<file path="src/adc_cfg_pkg.sv">
// constants, field positions, reset values and carrier types for the
// serial-programmed configuration bank of a sixteen-channel sampling converter.
// assumes a single 250 MHz clock domain; the serial link is sampled, not clocked.
//
// Overview of operation
// - each channel's upper threshold is 10 bits and resets to all ones
// - each channel's lower threshold is 10 bits and resets to zero
// - code 1101 programs group one: sub-address picks channels four to seven
// - codes 1110 and 1111 program groups two and three: channels 8-11, 12-15
// - single-channel control word at code 0001, reset zero, documented field layout
// - scan-list control word at code 0010, reset zero, counter reset at bit 10
// - scan-to-last control word at code 0011 shares the scan-list layout
// - pin-function word at code 0100: register reset, pin roles, alarm pins, directions
// - scan-list setup at code 1000 holds sixteen channel bits, all reset to one
// - scan-to-last setup at code 1001 keeps last channel in bits 9:6, reset ones
// - threshold frames: channel low bits, upper select, exit flag, 10-bit value
// - code 0000 writes no register and its lower twelve bits are ignored; in scan modes it still steps the channel
// - thresholds compare to result bits 11:2; above upper or below lower alarms
// - threshold programming ends only after a frame with bit 12 set
// - scan-to-last counter runs from zero to the last channel, then wraps
package adc_cfg_pkg;

    localparam int FRAME_BITS = 16;

    localparam logic [3:0] CODE_CONTINUE = 4'h0;
    localparam logic [3:0] CODE_SINGLE = 4'h1;
    localparam logic [3:0] CODE_LIST = 4'h2;
    localparam logic [3:0] CODE_LAST = 4'h3;
    localparam logic [3:0] CODE_PINFN = 4'h4;
    localparam logic [3:0] CODE_LIST_SETUP = 4'h8;
    localparam logic [3:0] CODE_LAST_SETUP = 4'h9;
    localparam logic [3:0] CODE_ALARM_G0 = 4'hC;
    localparam logic [3:0] CODE_ALARM_G1 = 4'hD;
    localparam logic [3:0] CODE_ALARM_G2 = 4'hE;
    localparam logic [3:0] CODE_ALARM_G3 = 4'hF;
    localparam logic [1:0] ALARM_CODE_PREFIX = 2'h3;

    // control word fields, positions within the 12-bit frame body
    localparam int LOW_BIT_EN_POS = 11;
    localparam int CHAN_MSB = 10;
    localparam int CHAN_LSB = 7;
    localparam int CNT_RST_POS = 10;
    localparam int RANGE_POS = 6;
    localparam int PD_POS = 5;
    localparam int PIN_EN_POS = 4;
    localparam int PIN_DATA_MSB = 3;

    // pin-function word fields
    localparam int FIXED_MSB = 11;
    localparam int FIXED_LSB = 10;
    localparam int REG_RST_POS = 9;
    localparam int PIN3_PD_POS = 8;
    localparam int PIN2_RANGE_POS = 7;
    localparam int ALARM_CFG_MSB = 6;
    localparam int ALARM_CFG_LSB = 4;
    localparam int DIR_MSB = 3;

    // scan-to-last setup field
    localparam int LAST_CH_MSB = 9;
    localparam int LAST_CH_LSB = 6;

    // threshold frame fields, positions within the full 16-bit frame
    localparam int THR_CH_MSB = 15;
    localparam int THR_CH_LSB = 14;
    localparam int THR_UPPER_POS = 13;
    localparam int THR_EXIT_POS = 12;
    localparam int THR_MSB = 9;

    localparam logic [11:0] CTRL_RST = 12'h000;
    localparam logic [11:0] PINFN_RST = 12'h000;
    localparam logic [15:0] LIST_SETUP_RST = 16'hFFFF;
    localparam logic [3:0] LAST_CH_RST = 4'hF;
    localparam logic [9:0] UPPER_THR_RST = 10'h3FF;
    localparam logic [9:0] LOWER_THR_RST = 10'h000;
    localparam logic [3:0] CHAN_ZERO = 4'h0;

    typedef enum logic [1:0] {
        MODE_SINGLE = 2'b01,
        MODE_LIST = 2'b10,
        MODE_LAST = 2'b11
    } mode_t;

    typedef enum logic {
        SEQ_IDLE = 1'b0,
        SEQ_PROG = 1'b1
    } seq_t;

    typedef struct packed {
        logic [3:0] code;
        logic [11:0] body;
    } frame_t;

    typedef struct packed {
        logic en;
        logic [3:0] chan;
        logic upper;
        logic [9:0] value;
    } thr_wr_t;

    typedef struct packed {
        logic valid;
        logic [3:0] channel;
        logic [11:0] result;
    } conv_t;

    typedef struct packed {
        logic high;
        logic low;
    } alarm_t;

endpackage : adc_cfg_pkg

</file>
<file path="src/adc_mode_alarm_register_bank.sv">
// configuration bank: decodes serial frames into mode, scan, pin and threshold state.
// assumes the converter datapath hands results over on clk with their channel number,
// and that the serial pins and general-purpose pins are asynchronous to clk.
`timescale 1ns/1ps
module adc_mode_alarm_register_bank (
    input wire logic clk,
    input wire logic rst_n,
    input wire logic cs_n,
    input wire logic sclk,
    input wire logic sdi,
    input adc_cfg_pkg::conv_t conv,
    input wire logic [3:0] pin_in,
    output logic [3:0] pin_out,
    output logic [3:0] pin_oe,
    output adc_cfg_pkg::mode_t mode,
    output logic [3:0] channel,
    output logic range_select,
    output logic power_down,
    output logic low_bit_out_enable,
    output adc_cfg_pkg::alarm_t alarm,
    output logic threshold_programming
);

    adc_cfg_pkg::frame_t frame;
    logic frame_done;
    adc_cfg_pkg::thr_wr_t thr_wr;
    logic soft_clear;

    logic [11:0] single_ctrl_r;
    logic [11:0] list_ctrl_r;
    logic [11:0] last_ctrl_r;
    logic [11:0] pinfn_r;
    logic [15:0] scan_channel_mask_r;
    logic [3:0] scan_last_channel_r;
    adc_cfg_pkg::mode_t mode_r;
    adc_cfg_pkg::seq_t seq_r;
    logic [1:0] group_r;
    logic [3:0] chan_r;
    logic [3:0] chan_nxt;
    logic [3:0] pin_data_r;
    logic reset_pending_r;
    logic [3:0] pin_sync1_r;
    logic [3:0] pin_sync2_r;
    logic [11:0] active_ctrl;
    logic cfg_write;
    logic counter_reset;

    serial_frame_rx u_rx (
        .clk(clk),
        .rst_n(rst_n),
        .cs_n(cs_n),
        .sclk(sclk),
        .sdi(sdi),
        .frame(frame),
        .frame_done(frame_done)
    );

    // the register-reset request acts on the frame that follows it, which is
    // consumed by the reset and otherwise ignored
    assign soft_clear = frame_done && reset_pending_r;

    // any frame taken while the threshold sequence runs is a threshold write
    always_comb begin
        thr_wr.en = frame_done && !soft_clear && (seq_r == adc_cfg_pkg::SEQ_PROG);
        thr_wr.chan = {group_r, frame.code[3:2]};
        thr_wr.upper = frame.code[1];
        thr_wr.value = frame.body[adc_cfg_pkg::THR_MSB:0];
    end

    threshold_bank u_thr (
        .clk(clk),
        .rst_n(rst_n),
        .clear(soft_clear),
        .wr(thr_wr),
        .conv(conv),
        .alarm(alarm)
    );

    // configuration frames only count outside the threshold sequence
    assign cfg_write = frame_done && !soft_clear && (seq_r == adc_cfg_pkg::SEQ_IDLE);

    always_ff @(posedge clk) begin
        if (!rst_n || soft_clear) begin
            seq_r <= adc_cfg_pkg::SEQ_IDLE;
            group_r <= 2'h0;
        end else if (frame_done) begin
            unique case (seq_r)
                adc_cfg_pkg::SEQ_IDLE: begin
                    // codes 1100 to 1111: the low two bits name the group
                    if (frame.code[3:2] == adc_cfg_pkg::ALARM_CODE_PREFIX) begin
                        seq_r <= adc_cfg_pkg::SEQ_PROG;
                        group_r <= frame.code[1:0];
                    end
                end
                adc_cfg_pkg::SEQ_PROG: begin
                    if (frame.code[0]) begin
                        seq_r <= adc_cfg_pkg::SEQ_IDLE;
                    end
                end
            endcase
        end
    end

    always_ff @(posedge clk) begin
        if (!rst_n || soft_clear) begin
            single_ctrl_r <= adc_cfg_pkg::CTRL_RST;
            list_ctrl_r <= adc_cfg_pkg::CTRL_RST;
            last_ctrl_r <= adc_cfg_pkg::CTRL_RST;
            pinfn_r <= adc_cfg_pkg::PINFN_RST;
            scan_channel_mask_r <= adc_cfg_pkg::LIST_SETUP_RST;
            scan_last_channel_r <= adc_cfg_pkg::LAST_CH_RST;
            mode_r <= adc_cfg_pkg::MODE_SINGLE;
        end else if (cfg_write) begin
            // the continue code and the reserved codes fall through untouched
            unique case (frame.code)
                adc_cfg_pkg::CODE_SINGLE: begin
                    single_ctrl_r <= frame.body;
                    mode_r <= adc_cfg_pkg::MODE_SINGLE;
                end
                adc_cfg_pkg::CODE_LIST: begin
                    list_ctrl_r <= frame.body;
                    mode_r <= adc_cfg_pkg::MODE_LIST;
                end
                adc_cfg_pkg::CODE_LAST: begin
                    last_ctrl_r <= frame.body;
                    mode_r <= adc_cfg_pkg::MODE_LAST;
                end
                adc_cfg_pkg::CODE_PINFN: begin
                    // the two top body bits must stay zero whatever is sent
                    pinfn_r <= {2'h0, frame.body[adc_cfg_pkg::REG_RST_POS:0]};
                end
                adc_cfg_pkg::CODE_LIST_SETUP: begin
                    scan_channel_mask_r <= frame;
                end
                adc_cfg_pkg::CODE_LAST_SETUP: begin
                    scan_last_channel_r <=
                        frame.body[adc_cfg_pkg::LAST_CH_MSB:adc_cfg_pkg::LAST_CH_LSB];
                end
                default: begin
                end
            endcase
        end
    end

    always_ff @(posedge clk) begin
        if (!rst_n || soft_clear) begin
            reset_pending_r <= 1'b0;
        end else if (cfg_write && frame.code == adc_cfg_pkg::CODE_PINFN) begin
            reset_pending_r <= frame.body[adc_cfg_pkg::REG_RST_POS];
        end
    end

    // pin data is latched only from a control word that enables the update
    always_ff @(posedge clk) begin
        if (!rst_n || soft_clear) begin
            pin_data_r <= 4'h0;
        end else if (cfg_write && frame.body[adc_cfg_pkg::PIN_EN_POS]
                && (frame.code == adc_cfg_pkg::CODE_SINGLE
                || frame.code == adc_cfg_pkg::CODE_LIST
                || frame.code == adc_cfg_pkg::CODE_LAST)) begin
            pin_data_r <= frame.body[adc_cfg_pkg::PIN_DATA_MSB:0];
        end
    end

    always_comb begin
        unique case (mode_r)
            adc_cfg_pkg::MODE_SINGLE: active_ctrl = single_ctrl_r;
            adc_cfg_pkg::MODE_LIST: active_ctrl = list_ctrl_r;
            adc_cfg_pkg::MODE_LAST: active_ctrl = last_ctrl_r;
            default: active_ctrl = single_ctrl_r;
        endcase
    end

    // the counter-reset bit acts on the frame that carries it
    assign counter_reset = cfg_write && frame.body[adc_cfg_pkg::CNT_RST_POS]
        && (frame.code == adc_cfg_pkg::CODE_LIST
        || frame.code == adc_cfg_pkg::CODE_LAST);

    // next channel: scan-list seeks the next set mask bit, scan-to-last counts up
    always_comb begin
        logic found;
        logic [3:0] probe;
        found = 1'b0;
        probe = chan_r;
        chan_nxt = chan_r;
        unique case (mode_r)
            adc_cfg_pkg::MODE_LIST: begin
                for (int i = 1; i <= 16; i++) begin
                    probe = chan_r + 4'(i);
                    if (!found && scan_channel_mask_r[probe]) begin
                        chan_nxt = probe;
                        found = 1'b1;
                    end
                end
            end
            adc_cfg_pkg::MODE_LAST: begin
                if (chan_r == scan_last_channel_r) begin
                    chan_nxt = adc_cfg_pkg::CHAN_ZERO;
                end else begin
                    chan_nxt = chan_r + 4'h1;
                end
            end
            default: begin
                chan_nxt = single_ctrl_r[adc_cfg_pkg::CHAN_MSB:adc_cfg_pkg::CHAN_LSB];
            end
        endcase
    end

    // scan modes take one step per completed frame, the continue code included; single mode follows its control word
    always_ff @(posedge clk) begin
        if (!rst_n || soft_clear) begin
            chan_r <= adc_cfg_pkg::CHAN_ZERO;
        end else if (counter_reset) begin
            chan_r <= adc_cfg_pkg::CHAN_ZERO;
        end else if (frame_done && mode_r != adc_cfg_pkg::MODE_SINGLE) begin
            chan_r <= chan_nxt;
        end else if (mode_r == adc_cfg_pkg::MODE_SINGLE) begin
            chan_r <= chan_nxt;
        end
    end

    always_ff @(posedge clk) begin
        if (!rst_n) begin
            pin_sync1_r <= 4'h0;
            pin_sync2_r <= 4'h0;
        end else begin
            pin_sync1_r <= pin_in;
            pin_sync2_r <= pin_sync1_r;
        end
    end

    // pins with a fixed function override the direction bits
    always_comb begin
        pin_oe = pinfn_r[adc_cfg_pkg::DIR_MSB:0];
        pin_out = pin_data_r;
        if (pinfn_r[adc_cfg_pkg::PIN3_PD_POS]) begin
            pin_oe[3] = 1'b0;
        end
        if (pinfn_r[adc_cfg_pkg::PIN2_RANGE_POS]) begin
            pin_oe[2] = 1'b0;
        end
        if (pinfn_r[adc_cfg_pkg::ALARM_CFG_LSB]) begin
            pin_oe[0] = 1'b1;
            pin_out[0] = alarm.high | alarm.low;
        end else if (pinfn_r[adc_cfg_pkg::ALARM_CFG_LSB + 1]) begin
            pin_oe[0] = 1'b1;
            pin_out[0] = alarm.high;
        end
        if (pinfn_r[adc_cfg_pkg::ALARM_CFG_MSB]) begin
            pin_oe[1] = 1'b1;
            pin_out[1] = alarm.low;
        end
    end

    // the power-down pin is active low; the range pin high selects the wide range
    assign power_down = pinfn_r[adc_cfg_pkg::PIN3_PD_POS] ? !pin_sync2_r[3]
        : active_ctrl[adc_cfg_pkg::PD_POS];
    assign range_select = pinfn_r[adc_cfg_pkg::PIN2_RANGE_POS] ? pin_sync2_r[2]
        : active_ctrl[adc_cfg_pkg::RANGE_POS];
    assign low_bit_out_enable = active_ctrl[adc_cfg_pkg::LOW_BIT_EN_POS];
    assign mode = mode_r;
    assign channel = chan_r;
    assign threshold_programming = (seq_r == adc_cfg_pkg::SEQ_PROG);

endmodule : adc_mode_alarm_register_bank

</file>
<file path="src/serial_frame_rx.sv">
// serial frame receiver: samples chip select, serial clock and data pins.
// assumes all three pins are asynchronous to clk and the serial clock
// is well below a quarter of clk, so its edges are found by sampling.
`timescale 1ns/1ps
module serial_frame_rx (
    input wire logic clk,
    input wire logic rst_n,
    input wire logic cs_n,
    input wire logic sclk,
    input wire logic sdi,
    output adc_cfg_pkg::frame_t frame,
    output logic frame_done
);

    logic [1:0] cs_sync_r;
    logic [1:0] sclk_sync_r;
    logic [1:0] sdi_sync_r;
    logic cs_prev_r;
    logic sclk_prev_r;
    logic [15:0] shift_r;
    logic [4:0] count_r;
    logic done_r;

    always_ff @(posedge clk) begin
        if (!rst_n) begin
            cs_sync_r <= 2'h3;
            sclk_sync_r <= 2'h0;
            sdi_sync_r <= 2'h0;
            cs_prev_r <= 1'b1;
            sclk_prev_r <= 1'b0;
        end else begin
            cs_sync_r <= {cs_sync_r[0], cs_n};
            sclk_sync_r <= {sclk_sync_r[0], sclk};
            sdi_sync_r <= {sdi_sync_r[0], sdi};
            cs_prev_r <= cs_sync_r[1];
            sclk_prev_r <= sclk_sync_r[1];
        end
    end

    // data is taken on the rising serial clock, msb first
    always_ff @(posedge clk) begin
        if (!rst_n) begin
            shift_r <= 16'h0000;
            count_r <= 5'h00;
        end else if (cs_sync_r[1]) begin
            count_r <= 5'h00;
        end else if (sclk_sync_r[1] && !sclk_prev_r) begin
            shift_r <= {shift_r[14:0], sdi_sync_r[1]};
            if (count_r != 5'h1F) begin
                count_r <= count_r + 5'h01;
            end
        end
    end

    // a frame of the wrong length is dropped whole on release of chip select
    always_ff @(posedge clk) begin
        if (!rst_n) begin
            done_r <= 1'b0;
        end else begin
            done_r <= cs_sync_r[1] && !cs_prev_r
                && (count_r == 5'(adc_cfg_pkg::FRAME_BITS));
        end
    end

    assign frame = adc_cfg_pkg::frame_t'(shift_r);
    assign frame_done = done_r;

endmodule : serial_frame_rx

</file>
<file path="src/threshold_bank.sv">
// per-channel upper and lower alarm thresholds with the result comparator.
// assumes writes and conversion results arrive on clk; clear is a one-cycle pulse.
`timescale 1ns/1ps
module threshold_bank (
    input wire logic clk,
    input wire logic rst_n,
    input wire logic clear,
    input adc_cfg_pkg::thr_wr_t wr,
    input adc_cfg_pkg::conv_t conv,
    output adc_cfg_pkg::alarm_t alarm
);

    logic [9:0] upper_thr_r [16];
    logic [9:0] lower_thr_r [16];
    adc_cfg_pkg::alarm_t alarm_r;
    logic [9:0] top_bits;

    always_ff @(posedge clk) begin
        if (!rst_n || clear) begin
            for (int i = 0; i < 16; i++) begin
                upper_thr_r[i] <= adc_cfg_pkg::UPPER_THR_RST;
                lower_thr_r[i] <= adc_cfg_pkg::LOWER_THR_RST;
            end
        end else if (wr.en) begin
            if (wr.upper) begin
                upper_thr_r[wr.chan] <= wr.value;
            end else begin
                lower_thr_r[wr.chan] <= wr.value;
            end
        end
    end

    // only the upper ten result bits take part in the compare
    assign top_bits = conv.result[11:2];

    // alarm holds the verdict on the most recent result until the next one
    always_ff @(posedge clk) begin
        if (!rst_n || clear) begin
            alarm_r <= '0;
        end else if (conv.valid) begin
            alarm_r.high <= top_bits > upper_thr_r[conv.channel];
            alarm_r.low <= top_bits < lower_thr_r[conv.channel];
        end
    end

    assign alarm = alarm_r;

endmodule : threshold_bank

</file>
<file path="config.mk">
export PLATFORM = sky130hd
export DESIGN_NAME = adc_mode_alarm_register_bank
export DESIGN_NICKNAME = d
export VERILOG_FILES = /design/src/adc_cfg_pkg.sv /design/src/adc_mode_alarm_register_bank.sv /design/src/serial_frame_rx.sv /design/src/threshold_bank.sv
export SDC_FILE = /design/constraint.sdc
export NUM_CORES = 1
export LEC_CHECK = 0
export BUFFER_PORTS_ARGS = -buffer_cell sky130_fd_sc_hd__buf_2
export CAP_MARGIN = 20
export CELL_PAD_IN_SITES_DETAIL_PLACEMENT = 2
export CELL_PAD_IN_SITES_GLOBAL_PLACEMENT = 2
export CORE_MARGIN = 1.5
export CORE_UTILIZATION = 40
export CTS_BUF_LIST = sky130_fd_sc_hd__clkbuf_16
export CTS_CLUSTER_SIZE = 8
export DETAILED_ROUTE_END_ITERATION = 10
export GPL_TIMING_DRIVEN = 0
export MAX_ROUTING_LAYER = met4
export PLACE_DENSITY_LB_ADDON = 0.1
export SYNTH_ARGS = -nofsm -noshare
export SYNTH_HDL_FRONTEND = slang
export SYNTH_SLANG_ARGS = --single-unit
</file>
<file path="constraint.sdc">
create_clock -name clk -period 11.2 [get_ports clk]
set_input_delay 1.68 -clock clk [delete_from_list [all_inputs] [get_ports clk]]
set_output_delay 1.68 -clock clk [all_outputs]
set_load 0.02 [all_outputs]
</file>
==> results of run 1 <==
metal layers:
layer  up-vias  wire, microns
li1       6149              -
met1      7398          30700
met2       286          35200
met3        79           2510
met4         0           1200
met5         -              0
worst min-delay path by stage:
stage	endpoint	cells past startpoint	startpoint	slack, ps
floorplan	u_rx.cs_sync_r[1]	1	u_rx.cs_sync_r[0]	390
global placement	u_rx.cs_sync_r[1]	1	u_rx.cs_sync_r[0]	390
detailed placement	u_rx.cs_sync_r[1]	1	u_rx.cs_sync_r[0]	410
CTS	u_rx.cs_sync_r[1]	1	u_rx.cs_sync_r[0]	430
global route	u_rx.cs_sync_r[1]	1	u_rx.cs_sync_r[0]	450
finish	u_rx.cs_sync_r[1]	1	u_rx.cs_sync_r[0]	420
cells by family (layout without fill, tap and decap cells):
kind of cell	Yosys count	after routing	share of synthesized area, %
AO/OA/AOI/OAI	153	153	4.81
AND/OR/NAND/NOR	661	661	17.3
adder cells (fa/ha/maj)	30	30	1.80
XOR/XNOR	20	20	0.842
other	0	1	0
buffers and inverters	163	298	3.06
flip-flops	412	412	55.0
multiplexers	191	191	17.2
power by group through the flow:
stage | Sequential (mW) | Combinational (mW) | Clock (mW)
finish | 1.67 | 0.149 | 1.56
global route | 1.67 | 0.160 | 1.63
CTS | 1.67 | 0.151 | 1.59
detailed placement | 1.70 | 0.150 | 0
global placement | 1.70 | 0.140 | 0
floorplan | 1.70 | 0.0875 | 0
area by class of cell:
cell class,count,area (sq um)
antenna,1,2.50
buffer,129,509
clock buffer,58,1450
clock inverter,19,101
fill,5074,27800
inverter,34,128
multi-input combinational,1055,8730
sequential,412,11500
tap,680,851
timing repair buffer,58,372
per-stage QoR:
stage | hold WS [ps] | utilization, %
3_5_place_dp | 411 | 42.8
2_1_floorplan | 386 | -
6_report | 417 | 45.9
5_1_grt | 455 | 45.9
3_3_place_gp | 393 | 42.5
4_1_cts | 428 | 45.8
flip-flops by register name, indices dropped and copies added (netlist names), 3 cells and up:
name                 flops
u_rx.count_r             5
last_ctrl_r              3
scan_channel_mask_r     16
pinfn_r                  9
u_thr.upper_thr_r      160
channel                  4
scan_last_channel_r      4
u_thr.lower_thr_r      160
pin_data_r               4
u_rx.frame              16
single_ctrl_r            7
list_ctrl_r              3
placed cells by master (no fill, tap or decap), types with 30 or more instances in the layout:
cell and n:
a21oi_1 43, dfxtp_1 92, nor2_1 65, ha_1 30, nand3_1 34, clkbuf_16 58
mux4_2 122, buf_2 41, nand2_1 147, mux2i_1 44, and2_1 174, clkbuf_1 110
edfxtp_1 320, inv_1 46, or2_2 164
Yosys cell counts (all sizes together) (5+ instances only):
library cell  instances  share of area (%)
edfxtp              320                 46
and2                174                5.2
or2                 164                4.9
nand2               147                2.7
mux4                129                 14
clkbuf              110                2.0
dfxtp                92                8.8
nor2                 65                1.2
mux2i                44                2.1
a21oi                43                1.0
nand3                34               0.82
ha                   30                1.8
inv                  30               0.54
o21ai                30               0.72
nand2b               20               0.60
a21boi               19               0.69
buf                  19               0.46
mux2                 18               0.99
xnor2                14               0.59
nor3                 11               0.26
a21o                  8               0.29
a211oi                7               0.25
nand4                 7               0.21
nor3b                 7               0.25
a31oi                 6               0.18
nor2b                 6               0.18
xor2                  6               0.25
and3                  5               0.15
o211ai                5               0.18
o22ai                 5               0.15
or3                   5               0.15
==> reports/summary.txt, run 1 <==
grt total ovfl: 0
Internal: 2.63 mW
Crit Reg-Reg Startpoint: channel[1]
Port Buf Inserts: 39
Buffers & Inverters on Critical Path: 5
critical path peak fanout: 11
post-CTS sizing: 0
Critical Path, Cell by Cell: buf_2 -> clkinv_1 -> ha_1 -> clkbuf_1 -> buf_1 -> mux4_1 -> mux4_2 -> clkbuf_1 -> nor4b_1 -> nand2_1 -> or4_1 -> a221oi_2 -> a211oi_1 -> a21oi_1
Starting Density: 40.5%
RR Endpoint: channel[1]
die area: 0.0534 sq mm
clock slew at reported path FFs: 50 ps
Post-Synthesis Cells: 1630
design area: 0.0236 sq mm
endpoints failing setup: 0
clock root buffer: clkbuf_16
final wirelength: 69.7 mm
Post-Syn Area: 0.0208 sq mm
crit-path most repeated cell: clkbuf_1
# rows: 83
commonest register cell after synthesis: edfxtp_1
Least-Margin Pin Slew: 995 ps
Final Max Tran Viols: 0
Final Non-Filler Cells: 2446
crit-path max cell delay: 780 ps
Post-synth ARST share: 0%
Routed WL per cell: 28.5 microns
Clk pwr share: 46.1%
initial antenna violation count: 2
CTS Buf Count: 57
Sequential Power Share: 49.5%
CTS tree: yes
Clk Latency, worst-skew pair: 610 ps
kind of cell adding the most delay to the critical path: buffers and inverters
Ys Warns: 0
Final min period: 5960 ps
number of global-route vias before repair: 15300
Global Route Usage Sum: 27.5%
NetSw: 0.750 mW
DP Area: 0.0220 sq mm
Hold Crit Class: register to register
pre-CTS setup slack: 4440 ps
CTS sink count: 412
Leak: 7.73 nW
Detailed Place HPWL: 50.0 mm
postcts setup bufs: 0
Worst setup endpoint: channel[1]
Hold-fix buffers, CTS: 0
vias per inst: 5.69
number of remaining DRC errors: 0
Final Hold Fails: 0
H-tree depth: 2
CTS max path bufs: 3
Placed Instances: 2365
clk_skew: 14.4 ps
final worst path period share: 53.2%
die width: 231 microns
setup TNS: 0 ps
Logic pwr share: 4.4%
power density over cell area: 143 mW/mm^2
final worst slack: 5240 ps
met2 usage: 46.4%
MaxCap Viol Count: 0
GR Util met3: 3.36%
final RePlAce weighted congestion: 0.829
Die Ht: 231 microns
register area share after synthesis: 55.0%
# nets final: 1803
Syn Area/Cell: 12.8 sq um
number of synthesized register bits: 412
Max Clk Rate: 0.168 GHz
Pre-antenna DRT Iters: 6
area delta synth->final: 13.3%
core region area: 0.0514 sq mm
Worst slew margin: 33.6%
I/O pin count: 46
Vias: 13900
worst reg2reg path depth: 14
Antenna Violating Nets Remaining: 0
RSZ-0062 raised after global routing: false
Final Total Pwr: 3.38 mW
EDFF count, synth: 320
Max IR drop VDD: 103 uV
crit path kind: register to register
layout cells sized above 1: 24.6%
Slowest-stage cell, CP: nor4b_1
outcome: completed
first-pass GRT wire length: 104 mm
largest net degree at the start of global routing: 16
DRT iter0 DRCs: 883
Sw Share: 22.2%
Synth Net Count: 1686
Crit. Startpoint: channel[1]
Worst Path Required: 11730 ps
CP arrival: 6490 ps
Worst path depth: 14
met1 Use GR: 35.7%
crit start category: register
GRT Max-Usage Layer: met2
distinct cell type count after synthesis: 65
flop-to-flop setup slack: 5240 ps
Critical Path End Type: register
Note: power is estimated with default switching activity, not from simulation.
==> run 2, diff against run 1 <==
==> constraint.sdc (replaced) <==
create_clock -name clk -period 5.45 [get_ports clk]
set_input_delay 0.8175 -clock clk [delete_from_list [all_inputs] [get_ports clk]]
set_output_delay 0.8175 -clock clk [all_outputs]
set_load 0.02 [all_outputs]
==> run 2 against run 1 <==
First-iteration DRC count up 3.9%; utilization increased by 0.061 points; total power rose by 110%; hold slack worse by 21 ps; cell count about the same; register-to-register slack worse by 4900 ps; flip-flop and latch count is the same; sequential share of layout area fell by 0.064 points; largest power group unchanged.
==> reports/summary.txt, run 2 (synthesized netlist as in run 1, its figures left out) <==
outcome: completed
grt total ovfl: 0
Global Route Usage Sum: 27.5%
die width: 231 microns
endpoints failing setup: 0
clock root buffer: clkbuf_16
Max IR drop VDD: 212 uV
power density over cell area: 294 mW/mm^2
area delta synth->final: 13.5%
RSZ-0062 raised after global routing: false
postcts setup bufs: 0
die area: 0.0534 sq mm
largest net degree at the start of global routing: 16
Hold Crit Class: input port to register
final wirelength: 69.7 mm
Starting Density: 40.5%
Final Hold Fails: 0
crit path kind: register to register
design area: 0.0236 sq mm
Leak: 7.77 nW
Hold-fix buffers, CTS: 0
Slowest-stage cell, CP: or4b_4
RR Endpoint: channel[1]
Critical Path End Type: register
Final Max Tran Viols: 0
CP arrival: 5660 ps
layout cells sized above 1: 25.0%
Seq. cell area: 0.0115 sq mm
Antenna Violating Nets Remaining: 0
Worst Path Required: 5980 ps
number of global-route vias before repair: 15300
Crit Reg-Reg Startpoint: channel[1]
Routed WL per cell: 28.5 microns
worst reg2reg path depth: 13
fillers: 5065
I/O pin count: 46
hold path endpoint: u_rx.cs_sync_r[0]
# nets final: 1802
CTS Buf Count: 57
critical path peak fanout: 11
multi-input logic area: 0.00876 sq mm
Die Ht: 231 microns
DRT iter0 DRCs: 917
worst hold path startpoint: cs_n
CTS tree: yes
clock slew at reported path FFs: 50 ps
Max Clk Rate: 0.195 GHz
most frequent cells in the layout: edfxtp_1, and2_1, or2_2, nand2_1, mux4_2
Clk Latency, worst-skew pair: 610 ps
most common cell after layout, fill and taps aside: edfxtp_1
core region area: 0.0514 sq mm
Least-Margin Pin Slew: 986 ps
Pre-antenna DRT Iters: 5
Final min period: 5130 ps
vias per inst: 5.69
Worst slew margin: 34.3%
number of remaining DRC errors: 0
Port Buf Inserts: 39
H-tree depth: 2
biggest regs: u_thr.lower_thr_r x160, u_thr.upper_thr_r x160
final worst path period share: 94.1%
Critical Path, Cell by Cell: buf_2 -> clkinv_2 -> ha_1 -> buf_2 -> mux4_1 -> mux4_2 -> or4b_4 -> buf_6 -> or4_4 -> a2111o_1 -> a221oi_2 -> a211oi_1 -> a21oi_1
Final Total Pwr: 6.95 mW
crit start category: register
final RePlAce weighted congestion: 0.829
CTS sink count: 412
Detailed Place HPWL: 50.0 mm
first-pass GRT wire length: 104 mm
Worst Hold Depth: 2
CTS max path bufs: 3
crit-path most repeated cell: buf_2
crit-path max cell delay: 580 ps
clk_skew: 15.2 ps
flop-to-flop setup slack: 320 ps
Vias: 13900
DP Area: 0.0220 sq mm
# rows: 83
initial antenna violation count: 2
MaxCap Viol Count: 0
run 2: worst max-delay path by stage:
stage | cells past startpoint | start | slack, ps | to
after floorplan | 15 | channel[0] | 680 | channel[1]
after global placement | 14 | channel[1] | -520 | channel[1]
after detailed placement | 14 | channel[1] | -500 | channel[1]
after CTS | 13 | channel[2] | 30 | channel[1]
after global routing | 14 | channel[0] | 100 | channel[1]
final | 13 | channel[1] | 320 | channel[1]
run 2: critical path, delay by kind of cell, from the launching register on:
kind                     cells  cell delay, ps
multiplexers                 2             950
AND/OR/NAND/NOR              2            1110
AO/OA/AOI/OAI                4             950
adder cells (fa/ha/maj)      1             540
buffers and inverters        4             990
flip-flops                   1             510
run 2: cell type report:
class | count | area share (%)
Sequential cell | 412 | 48.5
Multi-Input combinational cell | 1055 | 37.1
Clock buffer | 58 | 6.14
Tap cell | 680 | 3.60
Buffer | 128 | 2.16
Timing Repair Buffer | 58 | 1.57
Inverter | 34 | 0.546
Clock inverter | 19 | 0.429
Antenna cell | 1 | 0.0106
run 2: through the flow:
stage               std cells  hold WS [ps]  setup slack (ps)  utilization (%)  setup TNS [ps]
CTS                      2442           364              25.4             45.9               0
floorplan                1630           386               675                -               0
global placement         2349           393              -522             42.5           -2400
finish                   2445           396               319             46.0               0
global route             2444           399               101             46.0               0
detailed placement       2365           411              -502             42.8           -2220
run 2: where the power goes:
group / switching, mW / internal [mW]
combinational: 0.193 / 0.113
clock: 1.33 / 1.87
sequential: 0.0163 / 3.42
run 2: per-layer routing:
metal  GRT usage [%]  vias up  routed length (microns)
met1            35.7     7356                    30700
met4            5.64        0                     1250
li1                -     6146                        -
met3            3.36       85                     2620
met5               -        -                        0
met2            46.4      330                    35100
run 2: repair_timing:
item,in CTS,in global routing
endpoints found under the setup margin,4,3
resized for setup,6,3
hold endpoints to repair,0,0
==> run 3, diff against run 2 <==
==> constraint.sdc (replaced) <==
create_clock -name clk -period 5.45 [get_ports clk]
set_input_delay 0.2725 -clock clk [delete_from_list [all_inputs] [get_ports clk]]
set_output_delay 0.2725 -clock clk [all_outputs]
set_load 0.02 [all_outputs]
==> run 3 against run 2 <==
Maximum frequency hardly changed; register-to-register slack hardly changed; die area stayed put; clock power hardly changed; clock skew hardly changed; worst setup slack better by 3.1 ps; final area is 0.21% higher; via count is 0.42% higher; global-route usage hardly changed; combinational power hardly changed; sequential power hardly changed.
==> reports/summary.txt, run 3 (synthesized netlist as in run 1, its figures left out) <==
outcome: completed
Buffers & Inverters on Critical Path: 4
Worst Path Required: 5980 ps
crit-path max cell delay: 580 ps
crit path kind: register to register
endpoints failing setup: 0
final worst path period share: 94.1%
NetSw: 1.54 mW
Critical Path End Type: register
Vias: 14000
setup TNS: 0 ps
layout cells sized above 1: 24.9%
kind of cell adding the most delay to the critical path: simple AND/OR/NAND/NOR gates
Max Clk Rate: 0.195 GHz
Routed WL per cell: 28.5 microns
final wirelength: 69.7 mm
I/O pin count: 46
Final Max Tran Viols: 0
Global Route Usage Sum: 27.5%
highest routed layer: met4
crit start category: register
Final Hold Fails: 0
Logic pwr share: 4.5%
# nets final: 1807
met3 wire length: 2.73 mm
CP arrival: 5650 ps
clock root buffer: clkbuf_16
most common cell after layout, fill and taps aside: edfxtp_1
Leak: 7.79 nW
met1 WL: 30.5 mm
Hold Crit Class: input port to register
CTS sink count: 412
Pre-antenna DRT Iters: 7
CTS max path bufs: 3
Die Ht: 231 microns
crit-path most repeated cell: buf_2
Worst slew margin: 33.9%
multi-input logic area: 0.00876 sq mm
Clk Latency, worst-skew pair: 610 ps
number of global-route vias before repair: 15400
Starting Density: 40.5%
Port Buf Inserts: 39
Placed Instances: 2365
H-tree depth: 2
RSZ-0062 raised after global routing: false
first-pass GRT wire length: 104 mm
WL met2: 35.2 mm
Final min period: 5130 ps
Seq. cell area: 0.0115 sq mm
biggest regs: u_thr.lower_thr_r x160, u_thr.upper_thr_r x160
final RePlAce weighted congestion: 0.829
die width: 231 microns
die area: 0.0534 sq mm
Final Non-Filler Cells: 2450
Clk pwr share: 46.0%
Sequential Power Share: 49.5%
area delta synth->final: 13.7%
initial antenna violation count: 2
clk_skew: 15.3 ps
Detailed Place HPWL: 50.0 mm
critical path peak fanout: 11
Least-Margin Pin Slew: 991 ps
Slowest-stage cell, CP: or4b_4
post-layout util: 46.1%
Internal: 5.41 mW
most frequent cells in the layout: edfxtp_1, and2_1, or2_2, nand2_1, mux4_2
CTS Buf Count: 57
core region area: 0.0514 sq mm
MaxCap Viol Count: 0
# rows: 83
grt total ovfl: 0
largest net degree at the start of global routing: 16
DRT iter0 DRCs: 909
power density over cell area: 294 mW/mm^2
Sw Share: 22.1%
fillers: 5066
Antenna Violating Nets Remaining: 0
Critical Path, Cell by Cell: buf_2 -> clkinv_2 -> ha_1 -> buf_2 -> mux4_1 -> mux4_2 -> or4b_4 -> buf_6 -> or4_4 -> a2111o_1 -> a221oi_2 -> a211oi_1 -> a21oi_1
clock slew at reported path FFs: 50 ps
CTS tree: yes
vias per inst: 5.70
number of remaining DRC errors: 0
Max IR drop VDD: 212 uV
-- run 3: changes by cell type in the layout (fill, tap and decap cells not counted), sizes merged --
cell	previous run	this run
dlygate4sd3	0	5
-- run 3: routing by layer --
layer	track usage (%)	vias to the layer above
li1	-	6166
met1	35.7	7404
met2	46.5	317
met3	3.36	88
met4	5.64	0
met5	-	-
-- run 3: power groups by stage --
| stage | Combinational, mW | Sequential, mW | Clock (mW) |
|---|---|---|---|
| 2_1_floorplan | 0.180 | 3.49 | 0 |
| 3_3_place_gp | 0.289 | 3.50 | 0 |
| 3_5_place_dp | 0.309 | 3.50 | 0 |
| 4_1_cts | 0.314 | 3.44 | 3.26 |
| 5_1_grt | 0.333 | 3.44 | 3.36 |
| 6_report | 0.309 | 3.44 | 3.20 |
-- run 3: area by class of cell --
type	count	share of cell area, %
Clock buffer	58	6.13
Antenna cell	1	0.0106
Tap cell	680	3.59
Multi-Input combinational cell	1055	37.0
Buffer	128	2.15
Inverter	34	0.544
Clock inverter	19	0.428
Timing Repair Buffer	63	1.78
Sequential cell	412	48.4
-- run 3: final timing paths --
path              cells after the start         startpoint                 to  slack [ps]
hold reg to reg                       1  u_rx.cs_sync_r[0]  u_rx.cs_sync_r[1]         420
setup reg to reg                     13         channel[1]         channel[1]         320
hold / removal                        3           conv[16]     u_thr.alarm[1]         110
setup / recovery                     13         channel[1]         channel[1]         320
-- run 3: metrics by stage --
step / hold WS (ps) / instance area [sq um] / setup WS, ps / power, mW
after global routing: 93.9 / 23700 / 101 / 7.14
after floorplan: 374 / 20800 / 675 / 3.67
after global placement: 393 / 21900 / -522 / 3.79
after detailed placement: 411 / 22000 / -502 / 3.81
final: 106 / 23700 / 322 / 6.95
after CTS: 55.1 / 23600 / 25.4 / 7.01
-- run 3: repair_timing --
action,in CTS,in global routing
resized for setup,6,3
endpoints found under the setup margin,4,3
hold buffers,5,0
hold endpoints to repair,5,0
setup buffers,0,0
-- run 3: worst register-to-register path, cell delays in order (launching register included) --
cell	delay, ps
dfxtp_1	510
buf_2	270
clkinv_2	240
ha_1	540
buf_2	330
mux4_1	410
mux4_2	540
or4b_4	580
buf_6	160
or4_4	530
a2111o_1	420
a221oi_2	250
a211oi_1	110
a21oi_1	180
